==> src/pkg/ajc_pkg.sv <==
/*
  ajc_pkg: constants shared by the jog command controller.
  assumes one 25 MHz clock; offsets are byte addresses of 32-bit words.
*/
package ajc_pkg;
  localparam int unsigned CLK_HZ       = 25_000_000;
  // profile update rate
  localparam int unsigned TICK_HZ      = 1_000;
  localparam int unsigned TICK_DIV     = CLK_HZ / TICK_HZ;
  localparam logic [6:0]  AXIS_MAX     = 7'h47;

  localparam logic [3:0]  OFS_STATUS   = 4'h0;
  localparam logic [3:0]  OFS_MASK     = 4'h4;
  localparam logic [3:0]  OFS_STATE    = 4'h8;
  localparam logic [3:0]  OFS_CODE     = 4'hc;

  localparam int unsigned IRQ_W        = 4;
  localparam int unsigned BIT_ABORT    = 0;
  localparam int unsigned BIT_ERROR    = 1;
  localparam int unsigned BIT_LIMIT    = 2;
  localparam int unsigned BIT_REST     = 3;
  localparam logic [3:0]  MASK_RESET   = 4'h0;

  localparam logic [15:0] CODE_NONE    = 16'h0000;
  localparam logic [15:0] CODE_AXIS    = 16'h0001;
  localparam logic [15:0] CODE_BOTH    = 16'h0002;
  localparam logic [15:0] CODE_LIMIT   = 16'h0003;
  localparam logic [15:0] CODE_NOPWR   = 16'h0004;
  localparam logic [15:0] CODE_RANGE   = 16'h0005;

  typedef enum logic [2:0] {
    ST_STANDSTILL = 3'b000,
    ST_RUN        = 3'b001,
    ST_STOPPING   = 3'b010,
    ST_FAULT_HALT = 3'b011,
    ST_HALTED     = 3'b100
  } ajc_state_t;
endpackage

==> src/rtl/ajc_jog_command_block.sv <==
/*
  ajc_jog_command_block: level-active jog controller for one axis, with
  profile generator, sticky interrupt status and a plain register port.
  assumes command inputs come from logic on clk; limit pins are async.
*/
// Local design decisions: the placing of the registers and the address-and-strobe port.
// Function
// - the axis number (0 to 71) is caught on the enable rising edge and kept.
// - an axis number change while in continuous run puts the held axis in fault halt.
// - an axis number change while disabled waits for the next rise.
// - the rise catches velocity, rates and curve and, with axis power and a valid axis, enters continuous run.
// - a halt or relative move while in continuous run ends the jog and sets aborted.
// - a positive request moves up at held velocity, a negative one down.
// - both requests at once stop the axis with error but no fault halt.
// - a limit ahead stops the axis with error; a retrigger allows reverse.
// - curve select 0 ramps speed linearly with the held rates.
// - curve select 1 ramps the rate itself up to the held rates as peaks.
// - enable with axis power and an axis number up to 71 puts the axis in continuous run and raises busy.
// - direction requests act by level, motion ends when a request drops.
`timescale 1ns/1ps
module ajc_jog_command_block #(
  parameter int unsigned VEL_W    = 16,
  parameter int unsigned TICK_DIV = ajc_pkg::TICK_DIV,
  parameter int unsigned JERK     = 1
) (
  input  wire logic              clk,
  input  wire logic              rst_n,
  input  wire logic              enable,
  input  wire logic [6:0]        axis_number,
  input  wire logic              profile_curve_select,
  input  wire logic [VEL_W-1:0]  velocity,
  input  wire logic [VEL_W-1:0]  acceleration,
  input  wire logic [VEL_W-1:0]  deceleration,
  input  wire logic              positive_direction_request,
  input  wire logic              negative_direction_request,
  input  wire logic              halt_command,
  input  wire logic              relative_move_command,
  input  wire logic              axis_enable_command,
  input  wire logic              limit_pos_pin,
  input  wire logic              limit_neg_pin,
  input  wire logic [3:0]        reg_addr,
  input  wire logic [31:0]       reg_wdata,
  input  wire logic              reg_wr,
  input  wire logic              reg_rd,
  output logic [31:0]            reg_rdata,
  output logic                   busy,
  output logic                   aborted,
  output logic                   error,
  output logic [15:0]            failure_code,
  output logic                   fault_halt,
  output logic [6:0]             axis_sel,
  output logic [VEL_W-1:0]       speed_mag,
  output logic                   speed_neg,
  output logic                   irq
);
  ajc_pkg::ajc_state_t state_ff;
  logic                en_d_ff, curve_ff, busy_ff, aborted_ff, error_ff;
  logic                fhalt_ff, dir_ff, tick_ff, irq_ff;
  logic [6:0]          axis_ff;
  logic [VEL_W-1:0]    vel_ff, acc_ff, dec_ff, sp_ff, rate_ff;
  logic [15:0]         code_ff;
  logic [31:0]         div_ff, rdata_ff;
  logic [1:0]          lim_s1_ff, lim_s2_ff, lim_s3_ff, lim_ff;
  logic [3:0]          status_ff, mask_ff;
  logic                en_rise, run_en, axis_chg, abort_req, both_req;
  logic                lim_hit, tgt_dir, decel_c;
  logic [VEL_W-1:0]    tgt_mag, lim_rate, step_c, gap_c;
  logic [3:0]          ev_set;

  assign en_rise   = enable & ~en_d_ff;
  assign run_en    = (state_ff == ajc_pkg::ST_RUN) & enable & ~en_rise;
  assign axis_chg  = run_en & (axis_number != axis_ff);
  assign abort_req = run_en & (halt_command | relative_move_command);
  assign both_req  = run_en & positive_direction_request
                   & negative_direction_request;
  // limit only counts against the direction actually being driven
  assign lim_hit   = run_en & (sp_ff != '0)
                   & (dir_ff ? lim_ff[1] : lim_ff[0]);

  // target follows request levels; no request means zero speed
  always_comb begin
    tgt_mag = '0;
    tgt_dir = dir_ff;
    if (state_ff == ajc_pkg::ST_RUN && enable) begin
      if (positive_direction_request && !negative_direction_request) begin
        tgt_mag = vel_ff;
        tgt_dir = 1'b0;
      end else if (negative_direction_request
                   && !positive_direction_request) begin
        tgt_mag = vel_ff;
        tgt_dir = 1'b1;
      end
    end
  end

  // reversing always passes through zero speed first
  always_comb begin
    decel_c  = (tgt_dir != dir_ff && sp_ff != '0) || (tgt_mag < sp_ff);
    lim_rate = decel_c ? dec_ff : acc_ff;
    step_c   = curve_ff ? rate_ff : lim_rate;
    if (decel_c) begin
      gap_c = (tgt_dir != dir_ff) ? sp_ff : sp_ff - tgt_mag;
    end else begin
      gap_c = tgt_mag - sp_ff;
    end
  end

  always_ff @(posedge clk or negedge rst_n) begin
    if (!rst_n) begin
      div_ff  <= '0;
      tick_ff <= 1'b0;
    end else if (div_ff == TICK_DIV - 1) begin
      div_ff  <= '0;
      tick_ff <= 1'b1;
    end else begin
      div_ff  <= div_ff + 32'h1;
      tick_ff <= 1'b0;
    end
  end

  // second and third stage must agree before a limit change is taken
  always_ff @(posedge clk or negedge rst_n) begin
    if (!rst_n) begin
      lim_s1_ff <= 2'h0;
      lim_s2_ff <= 2'h0;
      lim_s3_ff <= 2'h0;
      lim_ff    <= 2'h0;
    end else begin
      lim_s1_ff <= {limit_neg_pin, limit_pos_pin};
      lim_s2_ff <= lim_s1_ff;
      lim_s3_ff <= lim_s2_ff;
      if (lim_s2_ff == lim_s3_ff) begin
        lim_ff <= lim_s3_ff;
      end
    end
  end

  always_ff @(posedge clk or negedge rst_n) begin
    if (!rst_n) begin
      en_d_ff  <= 1'b0;
      axis_ff  <= 7'h00;
      vel_ff   <= '0;
      acc_ff   <= '0;
      dec_ff   <= '0;
      curve_ff <= 1'b0;
    end else begin
      en_d_ff <= enable;
      if (en_rise) begin
        axis_ff  <= axis_number;
        vel_ff   <= velocity;
        acc_ff   <= acceleration;
        dec_ff   <= deceleration;
        curve_ff <= profile_curve_select;
      end
    end
  end

  always_ff @(posedge clk or negedge rst_n) begin
    if (!rst_n) begin
      state_ff   <= ajc_pkg::ST_STANDSTILL;
      busy_ff    <= 1'b0;
      aborted_ff <= 1'b0;
      error_ff   <= 1'b0;
      code_ff    <= ajc_pkg::CODE_NONE;
      fhalt_ff   <= 1'b0;
    end else if (en_rise) begin
      aborted_ff <= 1'b0;
      fhalt_ff   <= 1'b0;
      if (axis_number > ajc_pkg::AXIS_MAX) begin
        state_ff <= ajc_pkg::ST_HALTED;
        busy_ff  <= 1'b0;
        error_ff <= 1'b1;
        code_ff  <= ajc_pkg::CODE_RANGE;
      end else if (!axis_enable_command) begin
        // guards against a program that skips enabling the axis
        state_ff <= ajc_pkg::ST_HALTED;
        busy_ff  <= 1'b0;
        error_ff <= 1'b1;
        code_ff  <= ajc_pkg::CODE_NOPWR;
      end else begin
        state_ff <= ajc_pkg::ST_RUN;
        busy_ff  <= 1'b1;
        error_ff <= 1'b0;
        code_ff  <= ajc_pkg::CODE_NONE;
      end
    end else if (axis_chg) begin
      state_ff <= ajc_pkg::ST_FAULT_HALT;
      fhalt_ff <= 1'b1;
      busy_ff  <= 1'b0;
      error_ff <= 1'b1;
      code_ff  <= ajc_pkg::CODE_AXIS;
    end else if (abort_req) begin
      // the taking command owns the axis from here on
      state_ff   <= ajc_pkg::ST_HALTED;
      busy_ff    <= 1'b0;
      aborted_ff <= 1'b1;
    end else if (both_req) begin
      state_ff <= ajc_pkg::ST_HALTED;
      busy_ff  <= 1'b0;
      error_ff <= 1'b1;
      code_ff  <= ajc_pkg::CODE_BOTH;
    end else if (lim_hit) begin
      state_ff <= ajc_pkg::ST_HALTED;
      busy_ff  <= 1'b0;
      error_ff <= 1'b1;
      code_ff  <= ajc_pkg::CODE_LIMIT;
    end else if (state_ff == ajc_pkg::ST_RUN && !enable) begin
      state_ff <= ajc_pkg::ST_STOPPING;
    end else if (state_ff == ajc_pkg::ST_STOPPING && sp_ff == '0) begin
      state_ff <= ajc_pkg::ST_STANDSTILL;
      busy_ff  <= 1'b0;
    end else if (state_ff == ajc_pkg::ST_HALTED && !enable
                 && sp_ff == '0) begin
      state_ff <= ajc_pkg::ST_STANDSTILL;
    end
  end

  // speed profile, one step per tick
  always_ff @(posedge clk or negedge rst_n) begin
    if (!rst_n) begin
      sp_ff   <= '0;
      dir_ff  <= 1'b0;
      rate_ff <= '0;
    end else if (tick_ff) begin
      if (sp_ff == '0) begin
        dir_ff <= tgt_dir;
      end
      if (gap_c == '0) begin
        rate_ff <= '0;
      end else begin
        if (gap_c <= step_c) begin
          sp_ff   <= decel_c ? sp_ff - gap_c : sp_ff + gap_c;
          rate_ff <= '0;
        end else begin
          sp_ff <= decel_c ? sp_ff - step_c : sp_ff + step_c;
        end
        // rate grows toward its peak; trades exact S shape for area
        if (gap_c > step_c && rate_ff < lim_rate) begin
          rate_ff <= ((lim_rate - rate_ff) > VEL_W'(JERK))
                   ? rate_ff + VEL_W'(JERK) : lim_rate;
        end
      end
    end
  end

  assign ev_set = {
    (state_ff == ajc_pkg::ST_STOPPING && sp_ff == '0 && !en_rise),
    lim_hit & ~axis_chg & ~abort_req & ~both_req,
    (axis_chg | both_req | lim_hit) & ~abort_req | (axis_chg & abort_req),
    abort_req & ~axis_chg
  };

  // set beats the clear of a status read in the same cycle
  always_ff @(posedge clk or negedge rst_n) begin
    if (!rst_n) begin
      status_ff <= 4'h0;
      mask_ff   <= ajc_pkg::MASK_RESET;
      irq_ff    <= 1'b0;
      rdata_ff  <= 32'h0;
    end else begin
      if (reg_rd && reg_addr == ajc_pkg::OFS_STATUS) begin
        status_ff <= ev_set;
      end else begin
        status_ff <= status_ff | ev_set;
      end
      if (reg_wr && reg_addr == ajc_pkg::OFS_MASK) begin
        mask_ff <= reg_wdata[3:0];
      end
      irq_ff <= |(status_ff & mask_ff);
      rdata_ff <= 32'h0;
      if (reg_rd) begin
        if (reg_addr == ajc_pkg::OFS_STATUS) begin
          rdata_ff <= {28'h0, status_ff};
        end else if (reg_addr == ajc_pkg::OFS_MASK) begin
          rdata_ff <= {28'h0, mask_ff};
        end else if (reg_addr == ajc_pkg::OFS_STATE) begin
          rdata_ff <= {16'h0, 1'b0, axis_ff, 1'b0, lim_ff,
                       fhalt_ff, busy_ff, state_ff};
        end else if (reg_addr == ajc_pkg::OFS_CODE) begin
          rdata_ff <= {16'h0, code_ff};
        end
      end
    end
  end

  assign reg_rdata    = rdata_ff;
  assign busy         = busy_ff;
  assign aborted      = aborted_ff;
  assign error        = error_ff;
  assign failure_code = code_ff;
  assign fault_halt   = fhalt_ff;
  assign axis_sel     = axis_ff;
  assign speed_mag    = sp_ff;
  assign speed_neg    = dir_ff;
  assign irq          = irq_ff;
endmodule // ajc_jog_command_block

==> config.mk <==
export PLATFORM = sky130hd
export DESIGN_NAME = ajc_jog_command_block
export DESIGN_NICKNAME = d
export VERILOG_FILES = /design/src/pkg/ajc_pkg.sv /design/src/rtl/ajc_jog_command_block.sv
export SDC_FILE = /design/constraint.sdc
export NUM_CORES = 1
export LEC_CHECK = 0
export BUFFER_PORTS_ARGS = -buffer_cell sky130_fd_sc_hd__buf_2
export CELL_PAD_IN_SITES_DETAIL_PLACEMENT = 1
export CELL_PAD_IN_SITES_GLOBAL_PLACEMENT = 1
export CORE_ASPECT_RATIO = 2
export CORE_MARGIN = 3
export CORE_UTILIZATION = 33
export CTS_BUF_LIST = sky130_fd_sc_hd__clkbuf_4 sky130_fd_sc_hd__clkbuf_8
export DETAILED_ROUTE_END_ITERATION = 8
export PLACE_DENSITY_LB_ADDON = 0.1
export SETUP_SLACK_MARGIN = 0.5
export SKIP_CTS_REPAIR_TIMING = 1
export SYNTH_ARGS = -nofsm -noshare
export SYNTH_HDL_FRONTEND = slang
export SYNTH_SLANG_ARGS = --single-unit
==> constraint.sdc <==
create_clock -name clk -period 26.2 [get_ports clk]
set_input_delay 0 -clock clk [delete_from_list [all_inputs] [get_ports clk]]
set_output_delay 0 -clock clk [all_outputs]
set_load 0.02 [all_outputs]
==> impl_metrics.env <==
export IMPL_synthSimpleGateAreaFrac_pct=24.1
export IMPL_crit_required_ps=26630
export IMPL_ys_ff_latch=164
export IMPL_synth_area_leader_cell="dfrtp_1"
export IMPL_drtAntennaViolNets=0
export IMPL_ir_worst_vdd_uv=37.8
export IMPL_met3_usage_pct=2.19
export IMPL_ys_types=97
export IMPL_die_y_microns=287
export IMPL_grt_use_met1_pct=20.3
export IMPL_grtUsageMet2_pct=43.6
export IMPL_internal_power_mw=0.470
export IMPL_first_pass_iters=4
export IMPL_start_util_pct=33.5
export IMPL_layout_nets=1964
export IMPL_power_frac_seq_pct=35.4
export IMPL_cp_common_cell="ha_1"
export IMPL_num_rows=102
export IMPL_viasPerCell=5.33
export IMPL_drc=0
export IMPL_syn_area_per_cell_sq_um=8.10
export IMPL_drive_gt1_share_pct=12.5
export IMPL_synthTopCellsByArea="dfrtp_1 31%, nand2_1 9.1%, ha_1 7.8%"
export IMPL_relSlewSlack_pct=16.0
export IMPL_setup_viol=0
export IMPL_reg2reg_depth=34
export IMPL_critPathSlowestCell="a2111oi_0"
export IMPL_yosys_area_top_type_share_pct=31.4
export IMPL_grt_pass1_wl_mm=70.4
export IMPL_gr_total_overflow=0
export IMPL_synth_area_sq_mm=0.0131
export IMPL_p_clk_share_pct=25.0
export IMPL_clockBufferDepth=2
export IMPL_port_buffers=121
export IMPL_worst_path_max_fanout=48
export IMPL_ys_flop_type="dfrtp_1"
export IMPL_ioPinCount=181
export IMPL_slew_violations=0
export IMPL_synth_top_family_by_area="simple AND/OR/NAND/NOR gates"
export IMPL_min_from="reg_wr"
export IMPL_rsz0062_at_grt="false"
export IMPL_synth_edf_count=0
export IMPL_via_count=12299
export IMPL_cts_sinks=164
export IMPL_ys_seq_area_share_pct=31.4
export IMPL_rr_startpoint="state_ff[2]$_DFFE_PN0P_"
export IMPL_timing_fmax_ghz=0.0883
export IMPL_path_delay_family="compound AO/OA/AOI/OAI gates"
export IMPL_clock_latency_ps=520
export IMPL_hold_violations=0
export IMPL_cts_tree="built"
export IMPL_grt_antenna_before_repair=1
export IMPL_p_comb_share_pct=39.6
export IMPL_crit_start="state_ff[2]$_DFFE_PN0P_"
export IMPL_async_reset_ff_share_pct=100
export IMPL_switching_share_pct=41.7
export IMPL_arrival_ps=11750
export IMPL_start_kind="flip-flop"
export IMPL_finalCritPeriodShare_pct=43.2
export IMPL_dieArea_sq_mm=0.0421
export IMPL_synth_mux_area_share_pct=3.79
export IMPL_synth_cells=1611
export IMPL_ff2ff_setup_slack_ps=14870
export IMPL_clk_pin_slew_ps=130
export IMPL_final_util_pct=39.2
export IMPL_gp_congestion=0.852
export IMPL_syn_to_final_growth_pct=17.0
export IMPL_max_cap_violations=0
export IMPL_reg2reg_to="speed_mag[15]$_DFFE_PN0P_"
export IMPL_critical_path_endpoint_type="flip-flop"
export IMPL_grt_busiest_layer="met2"
export IMPL_hold_path_depth=4
export IMPL_fillers=4777
export IMPL_status="complete, no violations"
export IMPL_synth_xor_area_share_pct=6.04
export IMPL_yosysWarnings=0
export IMPL_core_sq_mm=0.0389
export IMPL_grt_pass1_vias=12669
export IMPL_power_per_cell_area_mw_per_mm2=52.9
export IMPL_grt_total_usage_pct=21.2
export IMPL_p_leak_nw=7.24
export IMPL_cts_root_buffer="clkbuf_8"
export IMPL_synthAdderAreaFrac_pct=8.46
export IMPL_place_hpwl_mm=36.3
export IMPL_layout_min_cycle_time_ps=11330
export IMPL_cp_num_buf_inv=3
export IMPL_totalWireLength_mm=46.3
export IMPL_fin_worst_skew_ps=28.5
export IMPL_drt_initial_drc_count=329
export IMPL_holdPathEnd="mask_ff[0]$_DFFE_PN0P_"
export IMPL_synth_compound_area_share_pct=19.5
export IMPL_wire_per_inst_microns=20.1
export IMPL_holdCritPathClass="in2reg"
export IMPL_max_stage_delay_ps=900
export IMPL_totalNegativeSetupSlack_ps=0
export IMPL_crit_type="reg2reg"
export IMPL_mostFrequentLayoutCell="nand2_1"
export IMPL_dieWidth_microns=147
export IMPL_grt_max_degree=100
export IMPL_holdWs_ps=25.0
export IMPL_tightest_slew_ps=1250
export IMPL_cts_buffers=17
export IMPL_p_sw_mw=0.337
export IMPL_final_cell_mix="317 x nand2_1, 164 x dfrtp_1, 120 x buf_2"
export IMPL_htree_levels=4
worst max path at each step:
stage          slack, ps                   endpoint  cells past startpoint
3_3_place_gp       14960  speed_mag[15]$_DFFE_PN0P_                     34
4_1_cts            14780  speed_mag[15]$_DFFE_PN0P_                     34
3_5_place_dp       14840  speed_mag[15]$_DFFE_PN0P_                     34
6_report           14870  speed_mag[15]$_DFFE_PN0P_                     34
5_1_grt            13980  speed_mag[15]$_DFFE_PN0P_                     35
2_1_floorplan      16880  speed_mag[15]$_DFFE_PN0P_                     45
Yosys cell counts, types with 27 or more instances:
master and number:
inv_1 82, a21o_1 28, nor2_1 112, xor2_1 38, mux2i_1 27, xnor2_1 52, nand2_1 317, a21oi_1 76
buf_4 33, o21ai_0 81, ha_1 81, dfrtp_1 164, nand3_1 43, clkbuf_1 39
cells by family (layout without fill, tap and decap cells):
logic type,count (synthesis),count (layout)
xor gates and xnor gates,90,90
AOI/OAI and AO/OA,372,372
other,1,32
buffers and inverters,184,331
muxes,44,44
and+or+nand+nor,670,670
adders and majority gates,86,86
DFF,164,164
final cells by class:
| cell class | count | area [sq um] | area share, % |
|---|---|---|---|
| well taps | 520 | 651 | 4.26 |
| flip-flops and latches | 164 | 4100 | 26.9 |
| repair buffers | 217 | 1520 | 9.97 |
| multi-input cells | 1293 | 8260 | 54.1 |
| inverters | 82 | 308 | 2.02 |
| clock buffers | 17 | 234 | 1.53 |
| clock inverters | 15 | 188 | 1.23 |
| diodes | 1 | 2.50 | 0.0164 |
stage by stage:
stage                     worst slack, ps  instances  power [mW]  instance area [sq um]
final                               14870       2309       0.807                  15300
after CTS                           14780       2232       0.811                  14500
after global placement              14960       2200       0.597                  14100
after detailed placement            14840       2200       0.603                  14100
after floorplan                     16880       1641       0.504                  13200
after global routing                13980       2309       0.864                  15300
worst register-to-register path, delay by kind of cell (launching register included):
| kind | cells | cell delay (ps) |
|---|---|---|
| adders and majority gates | 3 | 1050 |
| DFF | 1 | 460 |
| AOI/OAI and AO/OA | 17 | 5730 |
| and+or+nand+nor | 10 | 2980 |
| buffers and inverters | 3 | 910 |
| xor gates and xnor gates | 1 | 140 |
power groups by stage:
stage	Combinational [mW]	Sequential (mW)	Clock (mW)
final	0.319	0.286	0.202
after global routing	0.355	0.289	0.219
after CTS	0.314	0.286	0.211
after detailed placement	0.312	0.292	0
after global placement	0.306	0.291	0
after floorplan	0.214	0.290	0
per-layer routing:
| metal | share of wire, % | routed length (microns) |
|---|---|---|
| met5 | 0 | 0 |
| met3 | 1.7 | 800 |
| met2 | 59 | 27200 |
| met4 | 4.6 | 2120 |
| met1 | 35 | 16200 |
registers in the layout, summed over array words and instances (netlist names), 4 cells and up:
register and flops:
div_ff 32, acc_ff 16, dec_ff 16, rate_ff 16, speed_mag 16, vel_ff 16
reg_rdata 14, axis_sel 7, mask_ff 4, status_ff 4
No activity file was read; power rests on OpenSTA's default activity.
